`src/hbarb_defs.vh`:
```
// hbarb_defs.vh: constants of the host bridge pci arbitration block.
// assumes a system clock fast against the pci clock (several edges per
// pci period), so pci edges are found by sampling.
`ifndef HBARB_DEFS_VH
`define HBARB_DEFS_VH

// ****************************************
// widths
// ****************************************
`define HBARB_NUM_MASTERS  5
`define HBARB_IDX_W        3
`define HBARB_AD_W         32
`define HBARB_CBE_W        4

// ****************************************
// arbiter states, one-hot
// ****************************************
`define HBARB_ST_W         5
`define HBARB_ST_IDLE      5'h01
`define HBARB_ST_GNT       5'h02
`define HBARB_ST_DRAIN     5'h04
`define HBARB_ST_HLDA      5'h08
`define HBARB_ST_PASV      5'h10

// ****************************************
// reset values
// ****************************************
`define HBARB_GNT_RST      5'h00
`define HBARB_LAST_RST     3'h4
`define HBARB_IDX_ZERO     3'h0

`endif

```
`src/hbarb_top.v`:
```
// hbarb_top.v: pci arbitration and control of a host bridge: grants for
// five masters, hold handshake with the expansion bridge, parity, system
// error and clock-run. runs on SYS_CLK; pci pins are synchronised and the
// pci clock is sampled to find its rising edges.
//
// Overview of operation
// - one active-low grant line per request
// - on hold, drain buffers, take host bus
// - then assert active-low hold acknowledge
// - hold handshake supports passive release
// - one parity bit over address/data and command
// - assert system error on reportable errors
// - drive clock-run low to keep pci clock
// - clock-run undriven after reset release
// - pci reset clears logic asynchronously
// - pci outputs float while in reset
// - lock honoured for processor cycles only
`timescale 1ns/1ns
`include "hbarb_defs.vh"

module hbarb_top (
  input  wire        SYS_CLK,
  input  wire        RESETN,
  input  wire        PCI_CLK,
  input  wire [4:0]  REQ_N,
  output wire [4:0]  GNT_N,
  output wire [4:0]  GNT_OE_N,
  input  wire        BRIDGE_HOLD_REQUEST_N,
  output wire        BRIDGE_HOLD_ACK_N,
  output wire        BRIDGE_HOLD_ACK_OE_N,
  input  wire        FRAME_N,
  input  wire        IRDY_N,
  input  wire [31:0] AD,
  input  wire [3:0]  CBE_N,
  input  wire        PAR_I,
  output wire        PAR_O,
  output wire        PAR_OE_N,
  output wire        SERR_N_O,
  output wire        SERR_OE_N,
  input  wire        PCI_CLOCK_REQUEST_N_I,
  output wire        PCI_CLOCK_REQUEST_N_O,
  output wire        PCI_CLOCK_REQUEST_OE_N,
  output wire        LOCK_N_O,
  output wire        LOCK_OE_N,
  input  wire        WRITE_BUF_EMPTY,
  input  wire        POST_BUF_EMPTY,
  output wire        HOST_BUS_REQ,
  input  wire        HOST_BUS_GNT,
  input  wire        HOST_PCI_PENDING,
  input  wire        CPU_LOCK,
  input  wire        PASSIVE_RELEASE_EN,
  input  wire        AD_PHASE,
  input  wire        AD_DRIVE,
  input  wire        SYS_ERROR,
  output wire        PARITY_ERROR
);

  // ****************************************
  // pin synchronisers
  // ****************************************
  reg  [4:0]  req_n_s1_q;
  reg  [4:0]  req_n_s2_q;
  reg  [5:0]  ctl_s1_q;
  reg  [5:0]  ctl_s2_q;
  reg  [35:0] adc_s1_q;
  reg  [35:0] adc_s2_q;
  reg         pclk_s3_q;

  wire        pclk_s2;
  wire        hold_req_s2;
  wire        frame_n_s2;
  wire        irdy_n_s2;
  wire        par_s2;
  wire        pci_clock_request_n_s2;
  wire        pci_rise;
  wire        bus_idle;
  wire [4:0]  req;

  always @(posedge SYS_CLK or negedge RESETN) begin
    if (!RESETN) begin
      req_n_s1_q <= 5'h1F;
      req_n_s2_q <= 5'h1F;
      ctl_s1_q   <= 6'h3F;
      ctl_s2_q   <= 6'h3F;
      adc_s1_q   <= 36'h0_0000_0000;
      adc_s2_q   <= 36'h0_0000_0000;
      pclk_s3_q  <= 1'b1;  // same as pclk_s2 in reset: no false edge
    end else begin
      req_n_s1_q <= REQ_N;
      req_n_s2_q <= req_n_s1_q;
      ctl_s1_q   <= {PCI_CLK, BRIDGE_HOLD_REQUEST_N, FRAME_N, IRDY_N,
                     PAR_I, PCI_CLOCK_REQUEST_N_I};
      ctl_s2_q   <= ctl_s1_q;
      adc_s1_q   <= {AD, CBE_N};
      adc_s2_q   <= adc_s1_q;
      pclk_s3_q  <= pclk_s2;
    end
  end

  assign pclk_s2     = ctl_s2_q[5];
  assign hold_req_s2 = ~ctl_s2_q[4];
  assign frame_n_s2  = ctl_s2_q[3];
  assign irdy_n_s2   = ctl_s2_q[2];
  assign par_s2      = ctl_s2_q[1];
  assign pci_clock_request_n_s2   = ctl_s2_q[0];
  assign pci_rise    = pclk_s2 & ~pclk_s3_q;
  assign bus_idle    = frame_n_s2 & irdy_n_s2;
  assign req         = ~req_n_s2_q;

  // ****************************************
  // round-robin pick
  // ****************************************
  // scans from the master after the last owner so nobody starves
  function [2:0] rr_pick;
    input [4:0] r;
    input [2:0] last;
    integer     i;
    integer     k;
    reg         found;
    begin
      rr_pick = `HBARB_IDX_ZERO;
      found   = 1'b0;
      for (i = 1; i <= `HBARB_NUM_MASTERS; i = i + 1) begin
        k = (last + i) % `HBARB_NUM_MASTERS;
        if (!found && r[k]) begin
          rr_pick = k[2:0];
          found   = 1'b1;
        end
      end
    end
  endfunction

  // ****************************************
  // arbiter and hold handshake
  // ****************************************
  reg  [4:0]  st_q;
  reg  [4:0]  st_d;
  reg  [4:0]  gnt_q;
  reg  [4:0]  gnt_d;
  reg  [2:0]  last_q;
  reg  [2:0]  last_d;
  reg         ack_q;
  reg         ack_d;
  reg         host_req_q;
  reg         host_req_d;
  reg         oe_q;
  wire [2:0]  pick;
  wire        drained;

  assign pick    = rr_pick(req, last_q);
  assign drained = WRITE_BUF_EMPTY & POST_BUF_EMPTY & HOST_BUS_GNT;

  always @* begin
    st_d       = st_q;
    gnt_d      = gnt_q;
    last_d     = last_q;
    ack_d      = ack_q;
    host_req_d = host_req_q;
    if (pci_rise) begin
      case (st_q)
        `HBARB_ST_IDLE: begin
          if (hold_req_s2) begin
            host_req_d = 1'b1;
            st_d       = `HBARB_ST_DRAIN;
          end else if (!CPU_LOCK && (|req)) begin
            gnt_d  = 5'h01 << pick;
            last_d = pick;
            st_d   = `HBARB_ST_GNT;
          end
        end
        `HBARB_ST_GNT: begin
          // grant is dropped for a full pci clock before any new one
          if (bus_idle && (hold_req_s2 || !(|(req & gnt_q)))) begin
            gnt_d = `HBARB_GNT_RST;
            st_d  = `HBARB_ST_IDLE;
          end
        end
        `HBARB_ST_DRAIN: begin
          if (!hold_req_s2) begin
            host_req_d = 1'b0;
            st_d       = `HBARB_ST_IDLE;
          end else if (drained && bus_idle) begin
            ack_d = 1'b1;
            st_d  = `HBARB_ST_HLDA;
          end
        end
        `HBARB_ST_HLDA: begin
          if (!hold_req_s2) begin
            ack_d = 1'b0;
            if (PASSIVE_RELEASE_EN) begin
              st_d = `HBARB_ST_PASV;
            end else begin
              host_req_d = 1'b0;
              st_d       = `HBARB_ST_IDLE;
            end
          end
        end
        `HBARB_ST_PASV: begin
          // host bus kept: a returning hold skips the drain if still clean
          if (hold_req_s2 && drained) begin
            ack_d = 1'b1;
            st_d  = `HBARB_ST_HLDA;
          end else if (hold_req_s2) begin
            st_d = `HBARB_ST_DRAIN;
          end else if (HOST_PCI_PENDING || (|req)) begin
            host_req_d = 1'b0;
            st_d       = `HBARB_ST_IDLE;
          end
        end
        default: begin
          gnt_d      = `HBARB_GNT_RST;
          ack_d      = 1'b0;
          host_req_d = 1'b0;
          st_d       = `HBARB_ST_IDLE;
        end
      endcase
    end
  end

  always @(posedge SYS_CLK or negedge RESETN) begin
    if (!RESETN) begin
      st_q       <= `HBARB_ST_IDLE;
      gnt_q      <= `HBARB_GNT_RST;
      last_q     <= `HBARB_LAST_RST;
      ack_q      <= 1'b0;
      host_req_q <= 1'b0;
      oe_q       <= 1'b0;
    end else begin
      st_q       <= st_d;
      gnt_q      <= gnt_d;
      last_q     <= last_d;
      ack_q      <= ack_d;
      host_req_q <= host_req_d;
      oe_q       <= 1'b1;
    end
  end

  assign GNT_N                = ~gnt_q;
  assign GNT_OE_N             = {`HBARB_NUM_MASTERS{~oe_q}};
  assign BRIDGE_HOLD_ACK_N    = ~ack_q;
  assign BRIDGE_HOLD_ACK_OE_N = ~oe_q;
  assign HOST_BUS_REQ         = host_req_q;

  // ****************************************
  // parity and system error
  // ****************************************
  reg  par_calc_q;
  reg  par_valid_q;
  reg  par_drive_q;
  reg  par_q;
  reg  par_oe_q;
  reg  perr_q;
  reg  serr_pend_q;
  reg  serr_q;
  wire par_bad;

  assign par_bad = pci_rise & par_valid_q & ~par_drive_q &
                   (par_s2 != par_calc_q);

  always @(posedge SYS_CLK or negedge RESETN) begin
    if (!RESETN) begin
      par_calc_q  <= 1'b0;
      par_valid_q <= 1'b0;
      par_drive_q <= 1'b0;
      par_q       <= 1'b0;
      par_oe_q    <= 1'b0;
      perr_q      <= 1'b0;
      serr_pend_q <= 1'b0;
      serr_q      <= 1'b0;
    end else begin
      perr_q <= par_bad;
      if (pci_rise) begin
        par_calc_q  <= ^adc_s2_q;
        par_valid_q <= AD_PHASE;
        par_drive_q <= AD_DRIVE;
        par_q       <= par_calc_q;
        par_oe_q    <= par_valid_q & par_drive_q;
        serr_q      <= serr_pend_q | par_bad | SYS_ERROR;
      end
      // an error on a pci edge goes straight out, so clearing then is safe
      if (pci_rise) begin
        serr_pend_q <= 1'b0;
      end else if (SYS_ERROR) begin
        serr_pend_q <= 1'b1;
      end
    end
  end

  assign PAR_O        = par_q;
  assign PAR_OE_N     = ~(par_oe_q & oe_q);
  assign SERR_N_O     = 1'b0;
  assign SERR_OE_N    = ~serr_q;
  assign PARITY_ERROR = perr_q;

  // ****************************************
  // clock-run and lock
  // ****************************************
  // evaluated on SYS_CLK: the pci clock may be stopped when this is needed
  reg  pci_clock_request_n_drv_q;
  reg  lock_q;
  wire need_clk;

  assign need_clk = (|req) | hold_req_s2 | HOST_PCI_PENDING |
                    (st_q != `HBARB_ST_IDLE);

  always @(posedge SYS_CLK or negedge RESETN) begin
    if (!RESETN) begin
      pci_clock_request_n_drv_q <= 1'b0;
      lock_q       <= 1'b0;
    end else begin
      pci_clock_request_n_drv_q <= need_clk & (pci_clock_request_n_drv_q | pci_clock_request_n_s2);
      // pci-initiated lock is never driven or honoured
      lock_q <= CPU_LOCK & (st_q == `HBARB_ST_IDLE);
    end
  end

  assign PCI_CLOCK_REQUEST_N_O  = 1'b0;
  assign PCI_CLOCK_REQUEST_OE_N = ~pci_clock_request_n_drv_q;
  assign LOCK_N_O               = ~lock_q;
  assign LOCK_OE_N              = ~lock_q;

endmodule

```
`config.mk`:
```
export PLATFORM = sky130hd
export DESIGN_NAME = hbarb_top
export DESIGN_NICKNAME = d
export VERILOG_FILES = /design/src/hbarb_top.v
export VERILOG_INCLUDE_DIRS = /design/src
export SDC_FILE = /design/constraint.sdc
export NUM_CORES = 1
export LEC_CHECK = 0
export ABC_AREA = 1
export BUFFER_PORTS_ARGS = -buffer_cell sky130_fd_sc_hd__buf_2
export CORE_MARGIN = 5
export CORE_UTILIZATION = 35
export CTS_CLUSTER_SIZE = 30
export DETAILED_ROUTE_END_ITERATION = 7
export PLACE_DENSITY_LB_ADDON = 0.08
export SYNTH_ARGS = -nofsm -noshare
export SYNTH_HDL_FRONTEND = slang
export SYNTH_SLANG_ARGS = --single-unit
export TNS_END_PERCENT = 50
```
`constraint.sdc`:
```
create_clock -name SYS_CLK -period 5 [get_ports SYS_CLK]
set_input_delay 0.5 -clock SYS_CLK [delete_from_list [all_inputs] [get_ports SYS_CLK]]
set_output_delay 0.5 -clock SYS_CLK [all_outputs]
set_load 0.1 [all_outputs]
```
==> results.toml <==
[setup_path]
arrival_ps = 4240
cp-start-kind = "flip-flop"
path_delay_family = "simple AND/OR/NAND/NOR gates"
crit_path_frequent_cell = "nand2_1"
worstSetupEndpointType = "flip-flop"
critPathKind = "flip-flop to flip-flop"
path_max_fanout = 12
path_buf_inv = 2
crit_chain = "inv_1 > ha_1 > ha_1 > nor2_1 > nand2_2 > nand2_2 > xor2_1 > ha_1 > inv_1 > or2_2 > nand2_1 > nand2_2 > nand2_1 > nand2_1 > nand2_1 > nand3_1 > nand3b_1 > nand2_1 > nor2_2 > nand3b_1 > nand3_2 > nor2_1 > nand2_1 > nand2_1"
cp_data_required_time_ps = 5290
crit_slowest_cell = "dfrtp_1"
crit_path_max_incr_delay_ps = 460

[detailed_routing]
wire_per_inst_um = 12.74
firstDrtPassIters = 4
wirelength_um = 11150
viasPerCell = 4.361
drtIter0Drc = 145
drc_errors = 0
num_vias = 3816
ant_nets = 0

[clock_tree]
cts_num_sinks = 121
post_cts_buffers = 0
cts_buffer_depth = 2
cts-htree-levels = 4
cts_buffers = 17
cts_hold_buf = 0
cts_root_buf = "clkbuf_16"
path_clk_slew_ps = 60
cts_resized = 0
clk_latency_ps = 410
cts_tree = "yes"

[finish]
multi_input_area_um2 = 2148
fill_cells = 1536
register_area_um2 = 3059
synthToLayoutAreaGrowth_pct = 21.71
drive_above_1_share = 0.2686
nets = 731
diodes = 0

[global_route]
grt_use_total = 0.1329
grt_max_degree = 79
grt_overflow = 0
grt_pass1_vias = 3994
grt_pass1_wl_um = 19160
antenna_found_initial = 0

[sta]
finalClockSkew_ps = 12.66
report.final.slew_viol_count = 0
finalSetupViolCount = 0
fin_crit_sh = 0.7897
rsz0062_at_grt = "false"
fin_crit_ps = 3949
tns_ps = 0
worst_pin_slew_ps = 942.0
hold_violations = 0
fmaxAchievable_mhz = 253.2
holdWs_ps = 186.1
slew_headroom = 0.3720

[synth]
seq_area_frac_synth = 0.5518
synth_common_cells = "nand2_1 (105), dfrtp_1 (96), inv_1 (64)"
synth_warnings = 0
ys.flop_type = "dfrtp_1"
syn_area_um2 = 5544
synth_edf_count = 0
ys_ff_latch = 121
synth_cell_types = 43
syn_inst = 559
synthArstFlopShare = 1.000
ys_top_cells_by_area = "dfrtp_1 (43%), dfstp_2 (12%), nand2_1 (7.1%)"
synth_top_area_frac = 0.4333
synth.avg_cell_area_um2 = 9.918
synth_top_area_cell = "dfrtp_1"
synth_most_common_cell = "nand2_1"

[die]
die_h_um = 135.9
ioPinCount = 80
placementRows = 46
initial_utilization = 0.3528
core-area_um2 = 15710
die_w_um = 135.9
floorplan.die_area_um2 = 18460

[place]
dp_hpwl_um = 8236
place_congestion = 0.8812
port-buffer-count = 77

[status]
status = "finished clean"

[flow_run]
cap_violations = 0

[hold_path]
min_path_type = "input port to flip-flop"
path summary, 6_finish.rpt:
path | end | slack (ps) | depth (start not counted) | start
min in group asynchronous | HOST_BUS_REQ$_DFFE_PN0P_ | 240 | 1 | RESETN
worst min-delay path | ctl_s1_q[5]$_DFF_PN1_ | 190 | 1 | PCI_CLK
worst max register to register | gnt_q[2]$_DFFE_PN0P_ | 1050 | 24 | last_q[1]$_DFFE_PN0P_
max in group asynchronous | adc_s2_q[13]$_DFF_PN0_ | 3670 | 2 | RESETN
worst min register to register | adc_s2_q[33]$_DFF_PN0_ | 340 | 0 | adc_s1_q[33]$_DFF_PN0_
worst max-delay path | gnt_q[2]$_DFFE_PN0P_ | 1050 | 24 | last_q[1]$_DFFE_PN0P_
cell type report:
class	instances	area share
multi-input combinational	357	0.3184
inverter	69	0.03838
clock buffer	18	0.06360
tap	216	0.04005
sequential	121	0.4534
timing repair buffer	80	0.06082
clock inverter	14	0.02540
layer usage:
layer  wire length [µm]  share of wire  global-route usage
met1               5189           0.47              0.1729
met2               5190           0.47              0.2024
met3                582          0.052             0.03849
met4                183          0.016             0.06719
met5                  0              0                   0
logic make-up after synthesis:
| kind of cell | after synthesis | share of synthesized area |
|---|---|---|
| XOR/XNOR | 41 | 0.06613 |
| adder cells (fa/ha/maj) | 27 | 0.06229 |
| buffers and inverters | 82 | 0.06138 |
| AND/OR/NAND/NOR | 238 | 0.2038 |
| flip-flops | 121 | 0.5518 |
| AO/OA/AOI/OAI | 48 | 0.05326 |
| other | 2 | 0.001355 |
worst reg2reg max path: cells and delay by family (launching register included):
kind,cells,cell delay [ps]
xor gates and xnor gates,1,280
adders and majority gates,3,920
buffers and inverters,2,370
DFF,1,460
and+or+nand+nor,18,1820
cells in the final DEF (no fill, tap or decap), types with 17 or more instances in the layout:
master | netlist | layout
buf_2 | 2 | 76
dfstp_2 | 25 | 25
nand2_1 | 105 | 105
clkbuf_16 | 0 | 17
nor2_1 | 38 | 38
nand3_1 | 40 | 40
inv_1 | 64 | 64
o21ai_0 | 20 | 20
xnor2_1 | 28 | 28
dfrtp_1 | 96 | 96
ha_1 | 26 | 26
state kept, by name, summed over array words and instances (netlist names), 3 cells and up:
signal and flops:
req_n_s2_q 5, ctl_s1_q 6, adc_s1_q 36, ctl_s2_q 6
gnt_q 5, st_q 5, adc_s2_q 36, last_q 3
req_n_s1_q 5
metrics by stage:
step,utilization,cell area [µm²],std cells,setup slack (ps)
global placement,0.3912,6147,843,1152
global route,0.4294,6748,875,610.1
finish,0.4294,6748,875,1051
floorplan,-,5548,560,1436
detailed placement,0.3912,6147,843,1031
CTS,0.4294,6748,875,1021
Power is left out: the tool's default activity adds up to more than one toggle a clock period on the data nets, which glitch-free logic cannot reach.
